`src/verilog/tcs_pkg.sv`:
```
// shared constants and types for the timer clock source and prescaler control
package tcs_pkg;

	// control register placement, data space and I/O space views
	localparam logic [7:0] TCS_CTRL_DATA_OFFSET = 8'h43;
	localparam logic [7:0] TCS_IO_SPACE_SHIFT = 8'h20;
	localparam logic [7:0] TCS_CTRL_IO_OFFSET = TCS_CTRL_DATA_OFFSET - TCS_IO_SPACE_SHIFT;
	localparam logic [7:0] TCS_CTRL_RESET = 8'h00;

	// control register field positions
	localparam int TCS_BIT_SYNC_HOLD = 7;
	localparam int TCS_BIT_ASYNC_PSR = 1;
	localparam int TCS_BIT_SHARED_PSR = 0;

	// clock select field codes
	localparam logic [2:0] TCS_CS_NONE = 3'h0;
	localparam logic [2:0] TCS_CS_DIV1 = 3'h1;
	localparam logic [2:0] TCS_CS_DIV8 = 3'h2;
	localparam logic [2:0] TCS_CS_DIV64 = 3'h3;
	localparam logic [2:0] TCS_CS_DIV256 = 3'h4;
	localparam logic [2:0] TCS_CS_DIV1024 = 3'h5;
	localparam logic [2:0] TCS_CS_EXT_FALL = 3'h6;
	localparam logic [2:0] TCS_CS_EXT_RISE = 3'h7;

	// prescaler geometry: a 10-bit counter with four taps
	localparam int TCS_PRESC_W = 10;
	localparam int TCS_NUM_TAPS = 4;
	localparam int TCS_TAP_BITS [TCS_NUM_TAPS] = '{3, 6, 8, 10};
	localparam int TCS_NUM_SYNC_TIMERS = 2;

	// reset values of internal state
	localparam logic [TCS_PRESC_W-1:0] TCS_PRESC_RESET = 10'h000;
	localparam logic [7:0] TCS_RDATA_RESET = 8'h00;

	// one register access request from the processor core
	typedef struct packed {
		logic [7:0] addr;
		logic io_space;
		logic wr;
		logic rd;
		logic [7:0] wdata;
	} tcs_bus_req_t;

	// ticks handed to the timer counters
	typedef struct packed {
		logic [TCS_NUM_SYNC_TIMERS-1:0] sync_tick;
		logic async_tick;
	} tcs_ticks_t;

endpackage
```
`src/verilog/tcs_clock_ctrl.sv`:
```
// timer clock source selection, shared prescaler and its control register
//
// How it works
// - external edge reaches counter in 2.5-3.5 cycles
// - external edges bypass the prescaler entirely
// - sync hold keeps both reset bits written
// - clearing sync hold with a zero write clears both reset bits
// - async reset bit resets async prescaler
// - async mode: bit stays until reset done
// - shared reset bit resets shared prescaler
// - register decodes at data and I/O offsets
// - async clock is clk or crystal when selected
// - no source selected gives no ticks
// - sample pins each cycle, pick edge polarity
// - shared prescaler taps 8, 64, 256, 1024
`timescale 1ns/1ps
module tcs_clock_ctrl
	import tcs_pkg::*;
(
	input wire logic clk,
	input wire logic rst,
	input wire logic ce,
	input wire tcs_bus_req_t bus_req,
	output logic [7:0] bus_rdata_q,
	output logic bus_hit_q,
	input wire logic [TCS_NUM_SYNC_TIMERS-1:0] ext_count_clock_pin,
	input wire logic [TCS_NUM_SYNC_TIMERS-1:0][2:0] clock_select_field,
	input wire logic xtal_osc_pin_a,
	input wire logic async_clock_select,
	output tcs_ticks_t ticks_q,
	output logic [TCS_PRESC_W-1:0] shared_prescale_q,
	output logic [TCS_PRESC_W-1:0] async_prescale_q,
	output logic sync_hold_mode_q,
	output logic shared_prescaler_reset_q,
	output logic async_prescaler_reset_q
);

	logic hit;
	logic ctrl_wr;
	logic ctrl_rd;
	logic wr_hold;
	logic wr_async_psr;
	logic wr_shared_psr;
	logic [TCS_PRESC_W-1:0] shared_presc_d;
	logic [TCS_NUM_TAPS-1:0] tap_hit;
	logic [TCS_NUM_SYNC_TIMERS-1:0] ext_rise;
	logic [TCS_NUM_SYNC_TIMERS-1:0] ext_fall;
	logic [TCS_NUM_SYNC_TIMERS-1:0] sync_tick_d;
	logic xtal_rise;
	logic async_src_tick;
	logic async_reset_done;
	logic async_psr_d;
	logic shared_psr_d;
	logic [TCS_PRESC_W-1:0] async_presc_d;
	logic [7:0] ctrl_image;
	logic [TCS_NUM_SYNC_TIMERS-1:0] sync_tick_q;
	logic async_tick_q;

	// decode at both address views
	// the I/O view is the data-space offset less the I/O shift
	// the same register answers the data-space offset and the I/O-space one
	assign hit = bus_req.io_space ? (bus_req.addr == TCS_CTRL_IO_OFFSET)
		: (bus_req.addr == TCS_CTRL_DATA_OFFSET);
	assign ctrl_wr = hit & bus_req.wr;
	assign ctrl_rd = hit & bus_req.rd;
	assign wr_hold = bus_req.wdata[TCS_BIT_SYNC_HOLD];
	assign wr_async_psr = bus_req.wdata[TCS_BIT_ASYNC_PSR];
	assign wr_shared_psr = bus_req.wdata[TCS_BIT_SHARED_PSR];

	// read image; unused bits read as zero
	always_comb begin
		ctrl_image = TCS_CTRL_RESET;
		ctrl_image[TCS_BIT_SYNC_HOLD] = sync_hold_mode_q;
		ctrl_image[TCS_BIT_ASYNC_PSR] = async_prescaler_reset_q;
		ctrl_image[TCS_BIT_SHARED_PSR] = shared_prescaler_reset_q;
	end

	// bus answer flag, one cycle after any decoded strobe
	always_ff @(posedge clk or posedge rst) begin
		if (rst) begin
			bus_hit_q <= 1'b0;
		end else if (ce) begin
			bus_hit_q <= hit & (bus_req.rd | bus_req.wr);
		end
	end

	// read data register, one cycle after the read strobe
	// unmapped addresses and non-read cycles return zero
	always_ff @(posedge clk or posedge rst) begin
		if (rst) begin
			bus_rdata_q <= TCS_RDATA_RESET;
		end else if (ce) begin
			if (ctrl_rd) begin
				bus_rdata_q <= ctrl_image;
			end else begin
				bus_rdata_q <= TCS_RDATA_RESET;
			end
		end
	end

	// synchronisation hold bit, plain read/write storage
	always_ff @(posedge clk or posedge rst) begin
		if (rst) begin
			sync_hold_mode_q <= 1'b0;
		end else if (ce) begin
			if (ctrl_wr) begin
				sync_hold_mode_q <= wr_hold;
			end
		end
	end

	// next value of the shared prescaler reset bit
	always_comb begin
		shared_psr_d = 1'b0;
		// a write wins over any hardware clear in the same cycle
		if (ctrl_wr) begin
			// written zero hold clears
			// the written bit still gives one cycle of reset when hold is off
			shared_psr_d = wr_shared_psr;
		end else if (sync_hold_mode_q) begin
			shared_psr_d = shared_prescaler_reset_q;
		end else begin
			shared_psr_d = 1'b0;
		end
	end

	// shared prescaler reset bit storage
	always_ff @(posedge clk or posedge rst) begin
		if (rst) begin
			shared_prescaler_reset_q <= 1'b0;
		end else if (ce) begin
			shared_prescaler_reset_q <= shared_psr_d;
		end
	end

	// async source selection
	// the crystal is sampled like any pin; this limits it to below clk/2,
	// which a watch crystal easily meets
	assign async_src_tick = async_clock_select ? xtal_rise : 1'b1;

	// reset completes on source tick
	// in synchronous operation every cycle is a source tick, so the bit
	// drops at once; on the crystal it waits for the next rising crystal edge
	assign async_reset_done = async_src_tick;

	// next value of the async prescaler reset bit
	always_comb begin
		async_psr_d = 1'b0;
		// as for the shared bit, a write wins over the hardware clear
		if (ctrl_wr) begin
			async_psr_d = wr_async_psr;
		end else if (sync_hold_mode_q) begin
			async_psr_d = async_prescaler_reset_q;
		end else if (async_prescaler_reset_q & ~async_reset_done) begin
			async_psr_d = 1'b1;
		end else begin
			async_psr_d = 1'b0;
		end
	end

	// async prescaler reset bit storage
	always_ff @(posedge clk or posedge rst) begin
		if (rst) begin
			async_prescaler_reset_q <= 1'b0;
		end else if (ce) begin
			async_prescaler_reset_q <= async_psr_d;
		end
	end

	// shared prescaler counter
	// free running, independent of any timer's clock select
	always_comb begin
		if (shared_prescaler_reset_q) begin
			shared_presc_d = TCS_PRESC_RESET;
		end else begin
			shared_presc_d = shared_prescale_q + TCS_PRESC_W'(1);
		end
	end

	// shared prescaler storage
	always_ff @(posedge clk or posedge rst) begin
		if (rst) begin
			shared_prescale_q <= TCS_PRESC_RESET;
		end else if (ce) begin
			shared_prescale_q <= shared_presc_d;
		end
	end

	// divide taps from prescaler
	// a tap fires on the count where its low bits are all ones
	// taps are gated during a prescaler reset so no stale tick escapes
	genvar t;
	generate
		for (t = 0; t < TCS_NUM_TAPS; t++) begin : g_tap
			localparam logic [TCS_PRESC_W-1:0] TAP_MASK =
				TCS_PRESC_W'((1 << TCS_TAP_BITS[t]) - 1);
			assign tap_hit[t] = ~shared_prescaler_reset_q
				& ((shared_prescale_q & TAP_MASK) == TAP_MASK);
		end
	endgenerate

	// per-timer pin sampling and clock selection
	genvar i;
	generate
		for (i = 0; i < TCS_NUM_SYNC_TIMERS; i++) begin : g_timer
			logic tick_sel;

			// each timer has its own pin and its own edge detector
			// sample pin every cycle
			tcs_pin_edge u_edge (
				.clk(clk),
				.rst(rst),
				.ce(ce),
				.pin(ext_count_clock_pin[i]),
				.rise(ext_rise[i]),
				.fall(ext_fall[i])
			);

			// select one tick source for this timer
			always_comb begin
				tick_sel = 1'b0;
				unique case (clock_select_field[i])
					TCS_CS_NONE: tick_sel = 1'b0;
					// undivided clock is also held off during a prescaler reset,
					// so a held timer cannot advance
					TCS_CS_DIV1: tick_sel = ~shared_prescaler_reset_q;
					TCS_CS_DIV8: tick_sel = tap_hit[0];
					TCS_CS_DIV64: tick_sel = tap_hit[1];
					TCS_CS_DIV256: tick_sel = tap_hit[2];
					TCS_CS_DIV1024: tick_sel = tap_hit[3];
					TCS_CS_EXT_FALL: tick_sel = ext_fall[i];
					TCS_CS_EXT_RISE: tick_sel = ext_rise[i];
				endcase
			end
			// one bit per timer into the shared vector
			assign sync_tick_d[i] = tick_sel;
		end
	endgenerate

	// crystal pin sampler for the asynchronous timer source
	// only rising crystal edges feed the async source; the fall output is unused
	tcs_pin_edge u_xtal_edge (
		.clk(clk),
		.rst(rst),
		.ce(ce),
		.pin(xtal_osc_pin_a),
		.rise(xtal_rise),
		.fall()
	);

	// registered tick output
	// pin edge to tick: half stage, sample, compare, this flop, 1.5 to 2.5
	// cycles; are the driver's side and not checked here
	// a tick stands one cycle; the timer counts it at the next edge
	always_ff @(posedge clk or posedge rst) begin
		if (rst) begin
			sync_tick_q <= '0;
		end else if (ce) begin
			sync_tick_q <= sync_tick_d;
		end
	end

	// async prescaler: counts source ticks, cleared by its reset bit
	always_comb begin
		async_presc_d = async_prescale_q;
		if (async_prescaler_reset_q) begin
			async_presc_d = TCS_PRESC_RESET;
		end else if (async_src_tick) begin
			async_presc_d = async_prescale_q + TCS_PRESC_W'(1);
		end
	end

	// async prescaler storage
	always_ff @(posedge clk or posedge rst) begin
		if (rst) begin
			async_prescale_q <= TCS_PRESC_RESET;
		end else if (ce) begin
			async_prescale_q <= async_presc_d;
		end
	end

	// async tick output
	// the tick is suppressed while the reset bit is set so the timer halts
	always_ff @(posedge clk or posedge rst) begin
		if (rst) begin
			async_tick_q <= 1'b0;
		end else if (ce) begin
			async_tick_q <= async_src_tick & ~async_prescaler_reset_q;
		end
	end

	// tick bundle handed to the timer counters, straight from the flops
	assign ticks_q = '{sync_tick: sync_tick_q, async_tick: async_tick_q};

endmodule

```
`src/verilog/tcs_pin_edge.sv`:
```
// pin sampler: half-cycle stage, synchroniser flop and edge compare
`timescale 1ns/1ps
module tcs_pin_edge
	import tcs_pkg::*;
(
	input wire logic clk,
	input wire logic rst,
	input wire logic ce,
	input wire logic pin,
	output logic rise,
	output logic fall
);

	logic half_q;
	logic samp_q;
	logic prev_q;

	// half-cycle capture stage
	// stands in for a latch open while clk is high: the value it holds at the
	// falling edge is what a latch would present to the next rising edge
	always_ff @(negedge clk or posedge rst) begin
		if (rst) begin
			half_q <= 1'b0;
		end else if (ce) begin
			half_q <= pin;
		end
	end

	// rising-edge sample chain
	// half_q is read only by samp_q, so metastability stays inside the chain
	always_ff @(posedge clk or posedge rst) begin
		if (rst) begin
			samp_q <= 1'b0;
			prev_q <= 1'b0;
		end else if (ce) begin
			samp_q <= half_q;
			prev_q <= samp_q;
		end
	end

	assign rise = samp_q & ~prev_q;
	assign fall = ~samp_q & prev_q;

endmodule

```
`config.mk`:
```
export PLATFORM = sky130hd
export DESIGN_NAME = tcs_clock_ctrl
export DESIGN_NICKNAME = d
export VERILOG_FILES = /design/src/verilog/tcs_pkg.sv /design/src/verilog/tcs_clock_ctrl.sv /design/src/verilog/tcs_pin_edge.sv
export SDC_FILE = /design/constraint.sdc
export NUM_CORES = 1
export LEC_CHECK = 0
export BUFFER_PORTS_ARGS = -buffer_cell sky130_fd_sc_hd__buf_2
export CORE_ASPECT_RATIO = 0.7
export CORE_UTILIZATION = 40
export DETAILED_ROUTE_END_ITERATION = 6
export PLACE_DENSITY = 0.64
export SLEW_MARGIN = 20
export SYNTH_ARGS = -nofsm -noshare
export SYNTH_HDL_FRONTEND = slang
export SYNTH_SLANG_ARGS = --single-unit
```
`constraint.sdc`:
```
create_clock -name clk -period 1.95 [get_ports clk]
set_input_delay 0.39 -clock clk [delete_from_list [all_inputs] [get_ports clk]]
set_output_delay 0.39 -clock clk [all_outputs]
set_load 0.01 [all_outputs]
```
### Yosys cells after proc, flatten, opt, wreduce, memory -nomap -nowiden

Cells that the tools add are included.

* register bits: 44
* output and inout bits: 35
* logic and storage cells: 83

* add/sub/neg operators: 2
* eq/ne operators: 21
* muxes and demuxes: 13
* bitwise operators: 23
* reduce and logical (&&, ||, !) cells: 6

Operators with widths (number)
* 10-bit two-way mux: 3
* 3-bit equality test, second input constant: 9
* 10-bit by 1-bit adder with 10-bit output, second input constant: 2
* 1-bit case mux with 8 select lines: 2
* 1-bit AND: 14
* 3-bit by 2-bit equality test with 1-bit output, second input constant: 4
* 10-bit equality test, second input constant: 1
* 8-bit by 6-bit equality test with 1-bit output, second input constant: 1
* 8-bit by 7-bit equality test with 1-bit output, second input constant: 1
* 8-bit equality test, second input constant: 1
* 8-bit two-way mux: 1
* 1-bit NOT: 8
* 1-bit two-way mux: 7
* 3-bit by 1-bit equality test with 1-bit output, second input constant: 2
* 6-bit equality test, second input constant: 1
* 3-bit logical NOT: 2
* 2-bit AND reduction: 3
* 2-bit by 1-bit != test with 1-bit output, second input constant: 1
* 2-bit nonzero test: 1
* 1-bit bitwise OR: 1

### Logic depth before layout (Yosys ltp)

Gate-level depths: netlist of the first run.

* depth in word-level cells: 8
* gate-level depth with buffers: 6

### Modules after synthesis

Synthesis of the first run repeated with hierarchy kept, for this count alone.

* cells, all modules: 205
* area, all modules: 2053.2 sq um

Modules (own cells, without submodules)
* tcs_clock_ctrl: times used 1, cells each 178, area each 1677.9 sq um
* tcs_pin_edge: times used 3, cells each 9, area each 125.1 sq um

==> results of run 1 <==
## synth_stat cells (3+ instances only)
cell      count  share of area (%)
and2_1        3               0.90
inv_1        11                2.0
a21oi_1      10                2.4
o31ai_1       3                1.1
mux2i_1       7                3.3
buf_2         4               0.96
nand2_1      13                2.3
nand3_1       8                1.9
a31oi_1       4                1.2
mux2_2       11                5.9
ha_1          3                1.8
dfrtp_1      36                 43
o21ai_0      10                2.4
nand4_1       3               0.90
dfrtn_1       3                3.6
a22o_1        6                2.5
nor2_1        9                1.6
xnor2_1       3                1.3
o22ai_1       3               0.90
buf_4         6                2.2
nand2b_1      5                1.5
a21oi_2       3                1.3
## metrics by stage
step	TNS, ps	setup slack [ps]	hold slack [ps]	std cells	total power [mW]
floorplan	-154	-154	362	206	1.52
global placement	-258	-86.4	342	327	1.75
detailed placement	-298	-101	346	327	1.76
CTS	0	206	31.8	335	2.45
global route	0	198	39.1	335	2.59
finish	0	216	34.5	335	2.42
## registers in the layout, indices dropped and copies added (netlist names), 2 cells and up
name,flops
shared_prescale_q,10
g_timer.u_edge.samp_q,2
g_timer.u_edge.prev_q,2
async_prescale_q,10
bus_rdata_q,3
sync_tick_q,2
g_timer.u_edge.half_q,2
## layout make-up
type | count | area share, %
sequential | 39 | 37.8
tap | 69 | 3.35
inverter | 12 | 1.89
multi-input combinational | 142 | 38.9
clock buffer | 6 | 3.20
clock inverter | 2 | 1.36
timing repair buffer | 65 | 13.5
## report_power, final
group	switching (mW)	internal [mW]
sequential	0.169	0.951
clock	0.275	0.414
combinational	0.322	0.287
## metal layers
layer	vias up	global-route usage [%]	part of all wire (%)
met4	0	5.24	0.96
li1	849	-	-
met1	819	25.6	53
met3	4	5.02	6.6
met2	55	22.6	40
met5	-	0	0
## path summary, 6_finish.rpt
kind / startpoint / end / slack, ps / cells after the start
setup / recovery: ce / u_xtal_edge.half_q / 220 / 2
hold / removal: rst / async_prescale_q[9] / 30 / 2
setup reg to reg: u_xtal_edge.half_q / u_xtal_edge.samp_q / 260 / 1
hold reg to reg: g_timer[1].u_edge.half_q / g_timer[1].u_edge.half_q / 460 / 1
max in group asynchronous: rst / u_xtal_edge.half_q / 840 / 2
min in group clk: bus_req[1] / async_prescaler_reset_q / 340 / 2
## logic make-up (layout without fill, tap and decap cells)
family	after synthesis	after routing	synth area share (%)
compound gates	54	54	17.3
xor+xnor	5	5	2.09
fa+ha+maj	3	3	1.79
buf+inv	25	85	6.16
flops	39	39	46.6
mux	20	20	10.7
other cells	1	5	0.179
simple gates	55	55	15.1
==> results.tsv, run 1 <==
stage	metric	value	unit
cts	clock sinks	39	
finish	# fillers	470	
global_routing	initial antenna violation count	0	
global_routing	first-pass GRT wire length	7150	um
setup_path	Worst Setup Start Kind	input port	
logic_synthesis	asr flop ratio synth	100	%
finish	Final Core Density	52.5	%
cts	Clk pin slew, worst setup/hold paths	70	ps
finish	# diodes	0	
detailed_routing	first-iteration detailed-routing DRC count	43	
detailed_routing	Initial DRT Pass Iterations	4	
die	IO Pins	67	
finish	Multi-input gate area	0.00100	mm2
logic_synthesis	Yosys reg bits	39	
logic_synthesis	Mapped Avg Cell Area	10.4	um2
setup_path	Buf+Inv Stages, Crit Path	1	
logic_synthesis	post-synthesis sequential area ratio	46.6	%
finish	share of layout cells above drive strength 1	36.1	%
setup_path	worst setup path category	in -> reg	
finish	Layout area overhead	23.3	%
detailed_routing	final wirelength	4370	um
setup_path	Data arrival, critical path	900	ps
detailed_routing	DR vias	1727	
timing	Slew Viols, Final	0	
logic_synthesis	Yosys cell types	51	
cts	hold_buf cts	0	
global_routing	largest net degree at the start of global routing	15	
global_routing	GR Overflow Total	0	
die	core area	0.00491	mm2
die	DIE AREA	0.00553	mm2
finish	commonest non-fill, non-tap cell in the layout	buf_2	
cts	CTS tree	done	
placement	RePlAce Congestion	0.812	
flow_run	Max Cap Viol	0	
logic_synthesis	YS warnings	0	
logic_synthesis	post-synthesis cell count	202	
setup_path	Critical Path RT	1110	ps
die	Starting Density	42.6	%
cts	root buf cell	clkbuf_8	
setup_path	CP cell instances	buf_2, mux2_2	
power_and_ir_drop	VDD IR max	0.000389	V
setup_path	Worst path max stage delay	350	ps
timing	Final Hold Fails	0	
die	Die Y	62.5	um
die	Row Count	21	
placement	PortBufs	56	
cts	worst skew pair latency	290	ps
cts	H-tree levels	2	
logic_synthesis	commonest register cell after synthesis	dfrtp_1	
timing	Worst Skew	7.21	ps
global_routing	GRT Util Overall	16.8	%
logic_synthesis	Post-synth EDFFs	0	
timing	setup repair after global routing missed its margin	false	
logic_synthesis	synthesized cell area	0.00209	mm2
detailed_routing	drt via density	5.16	
cts	clock buffers created by TritonCTS	5	
cts	post_cts resized	0	
setup_path	Crit path max-delay family	multiplexers	
setup_path	crit path max fanout	6	
run_status	status	completed	
timing	setup violators final	0	
finish	Nets	300	
placement	DPL Wire Length	3390	um
finish	final instance area	0.00258	mm2
finish	most frequent cells in the layout	56 x buf_2, 36 x dfrtp_1, 13 x nand2_1	
power_and_ir_drop	Lkg Pwr	1.24	nW
detailed_routing	ANT nets after route	0	
power_and_ir_drop	pwr dens	937	mW/mm2
finish	Storage cell area	976	um2
detailed_routing	WL/cell	13.0	um
placement	Cell Area, Placed	0.00246	mm2
cts	CTS max path bufs	2	
die	Die Span X	88.5	um
detailed_routing	DRC	0	
setup_path	Crit-path slowest cell	mux2_2	
global_routing	vias in the first global route	1509	
setup_path	Critical Path End Type	flip-flop	
cts	post-CTS setup buffers	0	
hold_path	HP Class	in -> async	
Note: power is estimated with default switching activity, not from simulation.
==> run 2: changes to the inputs <==
--- a/config.mk
+++ b/config.mk
@@ -6,7 +6,7 @@
 export NUM_CORES = 1
 export LEC_CHECK = 0
 export BUFFER_PORTS_ARGS = -buffer_cell sky130_fd_sc_hd__buf_2
-export CORE_ASPECT_RATIO = 0.7
+export CORE_ASPECT_RATIO = 0.6
 export CORE_UTILIZATION = 40
 export DETAILED_ROUTE_END_ITERATION = 6
 export PLACE_DENSITY = 0.64
==> run 2 against run 1 <==
Cell area shrank 2.3%. Clock skew grew 3.6 ps. Sequential share of layout area grew 0.88 points. First-iteration DRC count grew 26%. Cell count shrank 2.4%. Combinational power is essentially flat. Sequential power is essentially flat. Critical path type unchanged. Highest routed layer unchanged.
==> results.tsv, run 2 (synthesized netlist as in run 1, its figures left out) <==
stage	metric	value	unit	change
flow_run	Max Cap Viol	0		unchanged
finish	# diodes	0		unchanged
setup_path	Reg2Reg Setup Slack	260	ps	about the same
setup_path	Buf+Inv Stages, Crit Path	1		unchanged
cts	clock sinks	39		unchanged
run_status	status	completed		unchanged
detailed_routing	final wirelength	4460	um	was 4370 um
timing	setup repair after global routing missed its margin	false		unchanged
placement	Place WS	-96.0	ps	was -101 ps
cts	H-tree levels	2		unchanged
timing	Final Hold Fails	0		unchanged
die	Die Span X	95.4	um	was 88.5 um
setup_path	CP endpoint	g_timer[1].u_edge.half_q		was u_xtal_edge.half_q
die	DIE AREA	0.00554	mm2	was 0.00553 mm2
timing	Worst Skew	10.8	ps	was 7.21 ps
cts	CTS tree	done		unchanged
finish	Layout area overhead	20.4	%	was 23.3%
global_routing	GR Overflow Total	0		unchanged
die	Die Y	58.0	um	was 62.5 um
finish	Nets	298		was 300
placement	dpl cells	319		was 327
setup_path	worst setup path category	in -> reg		unchanged
placement	PortBufs	56		unchanged
timing	Slew Viols, Final	0		unchanged
global_routing	vias in the first global route	1500		was 1509
timing	Worst Setup Slack, final	213	ps	was 216 ps
setup_path	Data arrival, critical path	910	ps	was 900 ps
cts	post_cts resized	0		unchanged
cts	clock buffers created by TritonCTS	5		unchanged
setup_path	reg2reg end	u_xtal_edge.samp_q		unchanged
placement	DPL Wire Length	3450	um	was 3390 um
global_routing	initial antenna violation count	0		unchanged
setup_path	CP cell instances	buf_2, mux2_2		unchanged
die	Row Count	19		was 21
setup_path	worst reg2reg path startpoint	u_xtal_edge.half_q		unchanged
finish	biggest regs	async_prescale_q (10), shared_prescale_q (10), bus_rdata_q (3)		unchanged
setup_path	Crit-path slowest cell	mux2_2		unchanged
die	IO Pins	67		unchanged
power_and_ir_drop	pwr dens	902	mW/mm2	was 937 mW/mm2
die	Starting Density	43.6	%	was 42.6%
detailed_routing	DRC	0		unchanged
setup_path	Crit. path cell count	2		unchanged
timing	Setup TNS	0	ps	unchanged
global_routing	GRT Util Overall	17.9	%	was 16.8%
timing	WHS	32.2	ps	was 34.5 ps
power_and_ir_drop	VDD IR max	0.000345	V	was 0.000389 V
cts	hold_buf cts	0		unchanged
cts	Clk pin slew, worst setup/hold paths	80	ps	was 70 ps
setup_path	Crit path max-delay family	multiplexers		unchanged
setup_path	Critical Path RT	1120	ps	was 1110 ps
setup_path	Critical Path End Type	flip-flop		unchanged
detailed_routing	Initial DRT Pass Iterations	4		unchanged
setup_path	Worst path max stage delay	350	ps	about the same
global_routing	first-pass GRT wire length	7290	um	was 7150 um
cts	root buf cell	clkbuf_8		unchanged
placement	RePlAce Congestion	0.816		was 0.812
finish	fin cells	327		was 335
detailed_routing	first-iteration detailed-routing DRC count	54		was 43
finish	most frequent cells in the layout	56 x buf_2, 36 x dfrtp_1, 13 x nand2_1		unchanged
setup_path	R2R cell count	1		unchanged
setup_path	CP Launch Point	ce		unchanged
cts	worst skew pair latency	290	ps	about the same
finish	Final Core Density	52.5	%	about the same
timing	setup violators final	0		unchanged
power_and_ir_drop	Lkg Pwr	1.21	nW	was 1.24 nW
global_routing	largest net degree at the start of global routing	17		was 15
cts	post-CTS setup buffers	0		unchanged
detailed_routing	WL/cell	13.6	um	was 13.0 um
finish	commonest non-fill, non-tap cell in the layout	buf_2		unchanged
hold_path	HP Class	in -> async		unchanged
setup_path	Worst Setup Start Kind	input port		unchanged
detailed_routing	ANT nets after route	0		unchanged
die	core area	0.00480	mm2	was 0.00491 mm2
setup_path	crit path max fanout	6		unchanged
cts	CTS max path bufs	2		unchanged
finish	share of layout cells above drive strength 1	34.8	%	was 36.1%
detailed_routing	drt via density	5.20		was 5.16
detailed_routing	DR vias	1699		was 1727
[run 2: cell types whose count changed in the layout (fill, tap and decap cells not counted)]
cell / delta
buf_4: -2
bufinv_16: -1
clkbuf_1: +2
clkbuf_8: -1
[run 2: worst min path at each step]
| stage | end | from | slack [ps] |
|---|---|---|---|
| global route | sync_tick_q[0] | rst | 40 |
| detailed placement | sync_tick_q[0] | rst | 370 |
| global placement | sync_tick_q[0] | rst | 370 |
| CTS | sync_tick_q[0] | rst | 40 |
| finish | shared_prescale_q[6] | rst | 30 |
| floorplan | async_prescale_q[0] | rst | 360 |
[run 2: power by group]
group | internal (mW) | total, mW | switching (mW)
Sequential | 0.951 | 1.12 | 0.171
Combinational | 0.286 | 0.610 | 0.325
Clock | 0.251 | 0.540 | 0.289
[run 2: final cells by class]
| type | count | area [um2] |
|---|---|---|
| fill | 455 | 2280 |
| timing repair buffer | 63 | 333 |
| tap | 63 | 78.8 |
| multi-input combinational | 142 | 1000 |
| inverter | 12 | 48.8 |
| clock inverter | 1 | 5.00 |
| sequential | 39 | 976 |
| clock buffer | 7 | 76.3 |
[run 2: through the flow]
stage	instance area, um2	power, mW
2_1_floorplan	2120	1.52
3_3_place_gp	2440	1.74
3_5_place_dp	2440	1.75
4_1_cts	2520	2.29
5_1_grt	2520	2.43
6_report	2520	2.27
[run 2: routing by layer]
metal	global-route usage [%]	vias up	share of wire, %	routed length (um)
li1	-	843	-	-
met2	22.7	57	38	1680
met1	28.1	794	55	2460
met4	6.40	0	0.92	41
met5	0	-	0	0
met3	5.64	5	6.3	279
==> run 3: changes to the inputs <==
--- a/config.mk
+++ b/config.mk
@@ -8,6 +8,7 @@
 export BUFFER_PORTS_ARGS = -buffer_cell sky130_fd_sc_hd__buf_2
 export CORE_ASPECT_RATIO = 0.6
 export CORE_UTILIZATION = 40
+export CTS_BUF_LIST = sky130_fd_sc_hd__clkbuf_2
 export DETAILED_ROUTE_END_ITERATION = 6
 export PLACE_DENSITY = 0.64
 export SLEW_MARGIN = 20
==> run 3 against run 2 <==
Largest cell class unchanged. Wire length down 1.3%. Non-clock buffer count up 1. Clock-buffer cell count unchanged. Via count down 0.41%.
==> results.tsv, run 3 (synthesized netlist as in run 1, its figures left out) <==
stage	metric	value	unit	change
die	Row Count	19		unchanged
cts	H-tree levels	2		unchanged
run_status	status	completed		unchanged
power_and_ir_drop	Tot Pwr	2.10	mW	was 2.27 mW
power_and_ir_drop	pwr dens	842	mW/mm2	was 902 mW/mm2
detailed_routing	DRC	0		unchanged
placement	dpl cells	319		unchanged
timing	Final Hold Fails	0		unchanged
detailed_routing	WL/cell	13.4	um	was 13.6 um
detailed_routing	final wirelength	4400	um	was 4460 um
finish	Nets	299		was 298
setup_path	CP cell instances	buf_2, mux2_2		unchanged
cts	clock sinks	39		unchanged
finish	fin cells	328		was 327
placement	DPL Wire Length	3450	um	unchanged
die	Die Span X	95.4	um	unchanged
placement	Cell Area, Placed	0.00244	mm2	unchanged
cts	CTS max path bufs	2		unchanged
hold_path	HP Class	in -> reg		was in -> async
die	IO Pins	67		unchanged
setup_path	Critical Path RT	1150	ps	was 1120 ps
die	DIE AREA	0.00554	mm2	unchanged
global_routing	GRT Util Overall	17.7	%	was 17.9%
finish	Layout area overhead	18.9	%	was 20.4%
die	core area	0.00480	mm2	unchanged
finish	Storage cell area	976	um2	unchanged
cts	clock buffers created by TritonCTS	5		unchanged
power_and_ir_drop	Lkg Pwr	1.20	nW	was 1.21 nW
detailed_routing	first-iteration detailed-routing DRC count	47		was 54
die	Die Y	58.0	um	unchanged
placement	PortBufs	56		unchanged
finish	final instance area	0.00249	mm2	was 0.00252 mm2
timing	setup violators final	0		unchanged
detailed_routing	DR vias	1692		was 1699
placement	Place WS	-96.0	ps	unchanged
setup_path	Buf+Inv Stages, Crit Path	1		unchanged
die	Starting Density	43.6	%	unchanged
setup_path	worst reg2reg path startpoint	u_xtal_edge.half_q		unchanged
global_routing	largest net degree at the start of global routing	17		unchanged
setup_path	Crit. path cell count	2		unchanged
global_routing	vias in the first global route	1499		was 1500
placement	RePlAce Congestion	0.816		unchanged
setup_path	Data arrival, critical path	900	ps	was 910 ps
finish	# diodes	0		unchanged
power_and_ir_drop	VDD IR max	0.000289	V	was 0.000345 V
cts	Clk pin slew, worst setup/hold paths	200	ps	was 80 ps
flow_run	Max Cap Viol	0		unchanged
cts	worst skew pair latency	390	ps	was 290 ps
timing	Worst Setup Slack, final	253	ps	was 213 ps
setup_path	Crit path max-delay family	multiplexers		unchanged
finish	share of layout cells above drive strength 1	35.5	%	was 34.8%
finish	biggest regs	async_prescale_q (10), shared_prescale_q (10), bus_rdata_q (3)		unchanged
finish	# fillers	463		was 455
cts	CTS tree	done		unchanged
setup_path	CP endpoint	g_timer[0].u_edge.half_q		was g_timer[1].u_edge.half_q
setup_path	Worst path max stage delay	340	ps	was 350 ps
cts	root buf cell	clkbuf_2		was clkbuf_8
setup_path	reg2reg end	u_xtal_edge.samp_q		unchanged
setup_path	crit path max fanout	6		unchanged
global_routing	first-pass GRT wire length	7270	um	was 7290 um
timing	setup repair after global routing missed its margin	false		unchanged
setup_path	Crit-path slowest cell	mux2_2		unchanged
finish	Multi-input gate area	0.00100	mm2	unchanged
setup_path	Reg2Reg Setup Slack	300	ps	was 260 ps
detailed_routing	ANT nets after route	0		unchanged
cts	post-CTS setup buffers	0		unchanged
setup_path	R2R cell count	1		unchanged
global_routing	initial antenna violation count	0		unchanged
timing	Worst Skew	80.3	ps	was 10.8 ps
setup_path	Critical Path End Type	flip-flop		unchanged
finish	commonest non-fill, non-tap cell in the layout	buf_2		unchanged
detailed_routing	drt via density	5.16		was 5.20
setup_path	CP Launch Point	ce		unchanged
setup_path	worst setup path category	in -> reg		unchanged
detailed_routing	Initial DRT Pass Iterations	4		unchanged
global_routing	GR Overflow Total	0		unchanged
finish	most frequent cells in the layout	56 x buf_2, 36 x dfrtp_1, 13 x nand2_1		unchanged
setup_path	Worst Setup Start Kind	input port		unchanged
timing	Slew Viols, Final	0		unchanged
run 3: cell types whose count changed in the layout (fill, tap and decap cells not counted):
cell,previous run,this run
clkbuf_2,0,7
clkbuf_1,2,0
clkbuf_8,5,0
dlygate4sd3_1,0,1
run 3: cell type report:
| class | count | area share [%] |
|---|---|---|
| timing repair buffer | 64 | 13.8 |
| inverter | 12 | 1.96 |
| clock buffer | 7 | 1.41 |
| sequential | 39 | 39.2 |
| clock inverter | 1 | 0.201 |
| tap | 63 | 3.17 |
| multi-input combinational | 142 | 40.3 |
run 3: worst min-delay path, cell delays in order:
cell     delay [ps]
buf_2           100
inv_1            40
mux2i_1          60
run 3: how the worst min path moves through the flow:
stage	slack (ps)	startpoint	depth (start not counted)	endpoint
after floorplan	360	rst	1	async_prescale_q[0]
after global placement	370	rst	2	sync_tick_q[0]
after detailed placement	370	rst	2	sync_tick_q[0]
after CTS	200	bus_req[0]	3	shared_prescaler_reset_q
after global routing	170	bus_req[1]	2	async_prescaler_reset_q
final	220	bus_req[0]	3	shared_prescaler_reset_q
run 3: what timing repair did:
| item | in CTS | in global routing |
|---|---|---|
| gates resized for setup | 0 | 0 |
| hold endpoints to repair | 7 | 0 |
| hold buffers | 1 | 0 |
run 3: per-stage QoR:
step / setup TNS [ps] / hold slack (ps) / util (%)
detailed placement: -275 / 368 / 50.8
finish: 0 / 223 / 51.8
CTS: 0 / 201 / 51.8
global placement: -246 / 368 / 50.8
floorplan: -154 / 362 / -
global route: 0 / 172 / 51.8
run 3: where the power goes:
group          internal [mW]  leakage, nW  switching [mW]
clock                 0.0980       0.0330           0.266
sequential             0.950        0.503           0.171
combinational          0.287        0.665           0.325
total                   1.34         1.20           0.762
run 3: layer usage:
metal	wire (um)	up-vias	track usage [%]
li1	-	843	-
met1	2360	789	28.4
met2	1670	55	22.7
met3	337	5	5.25
met4	31	0	4.48
met5	0	-	0
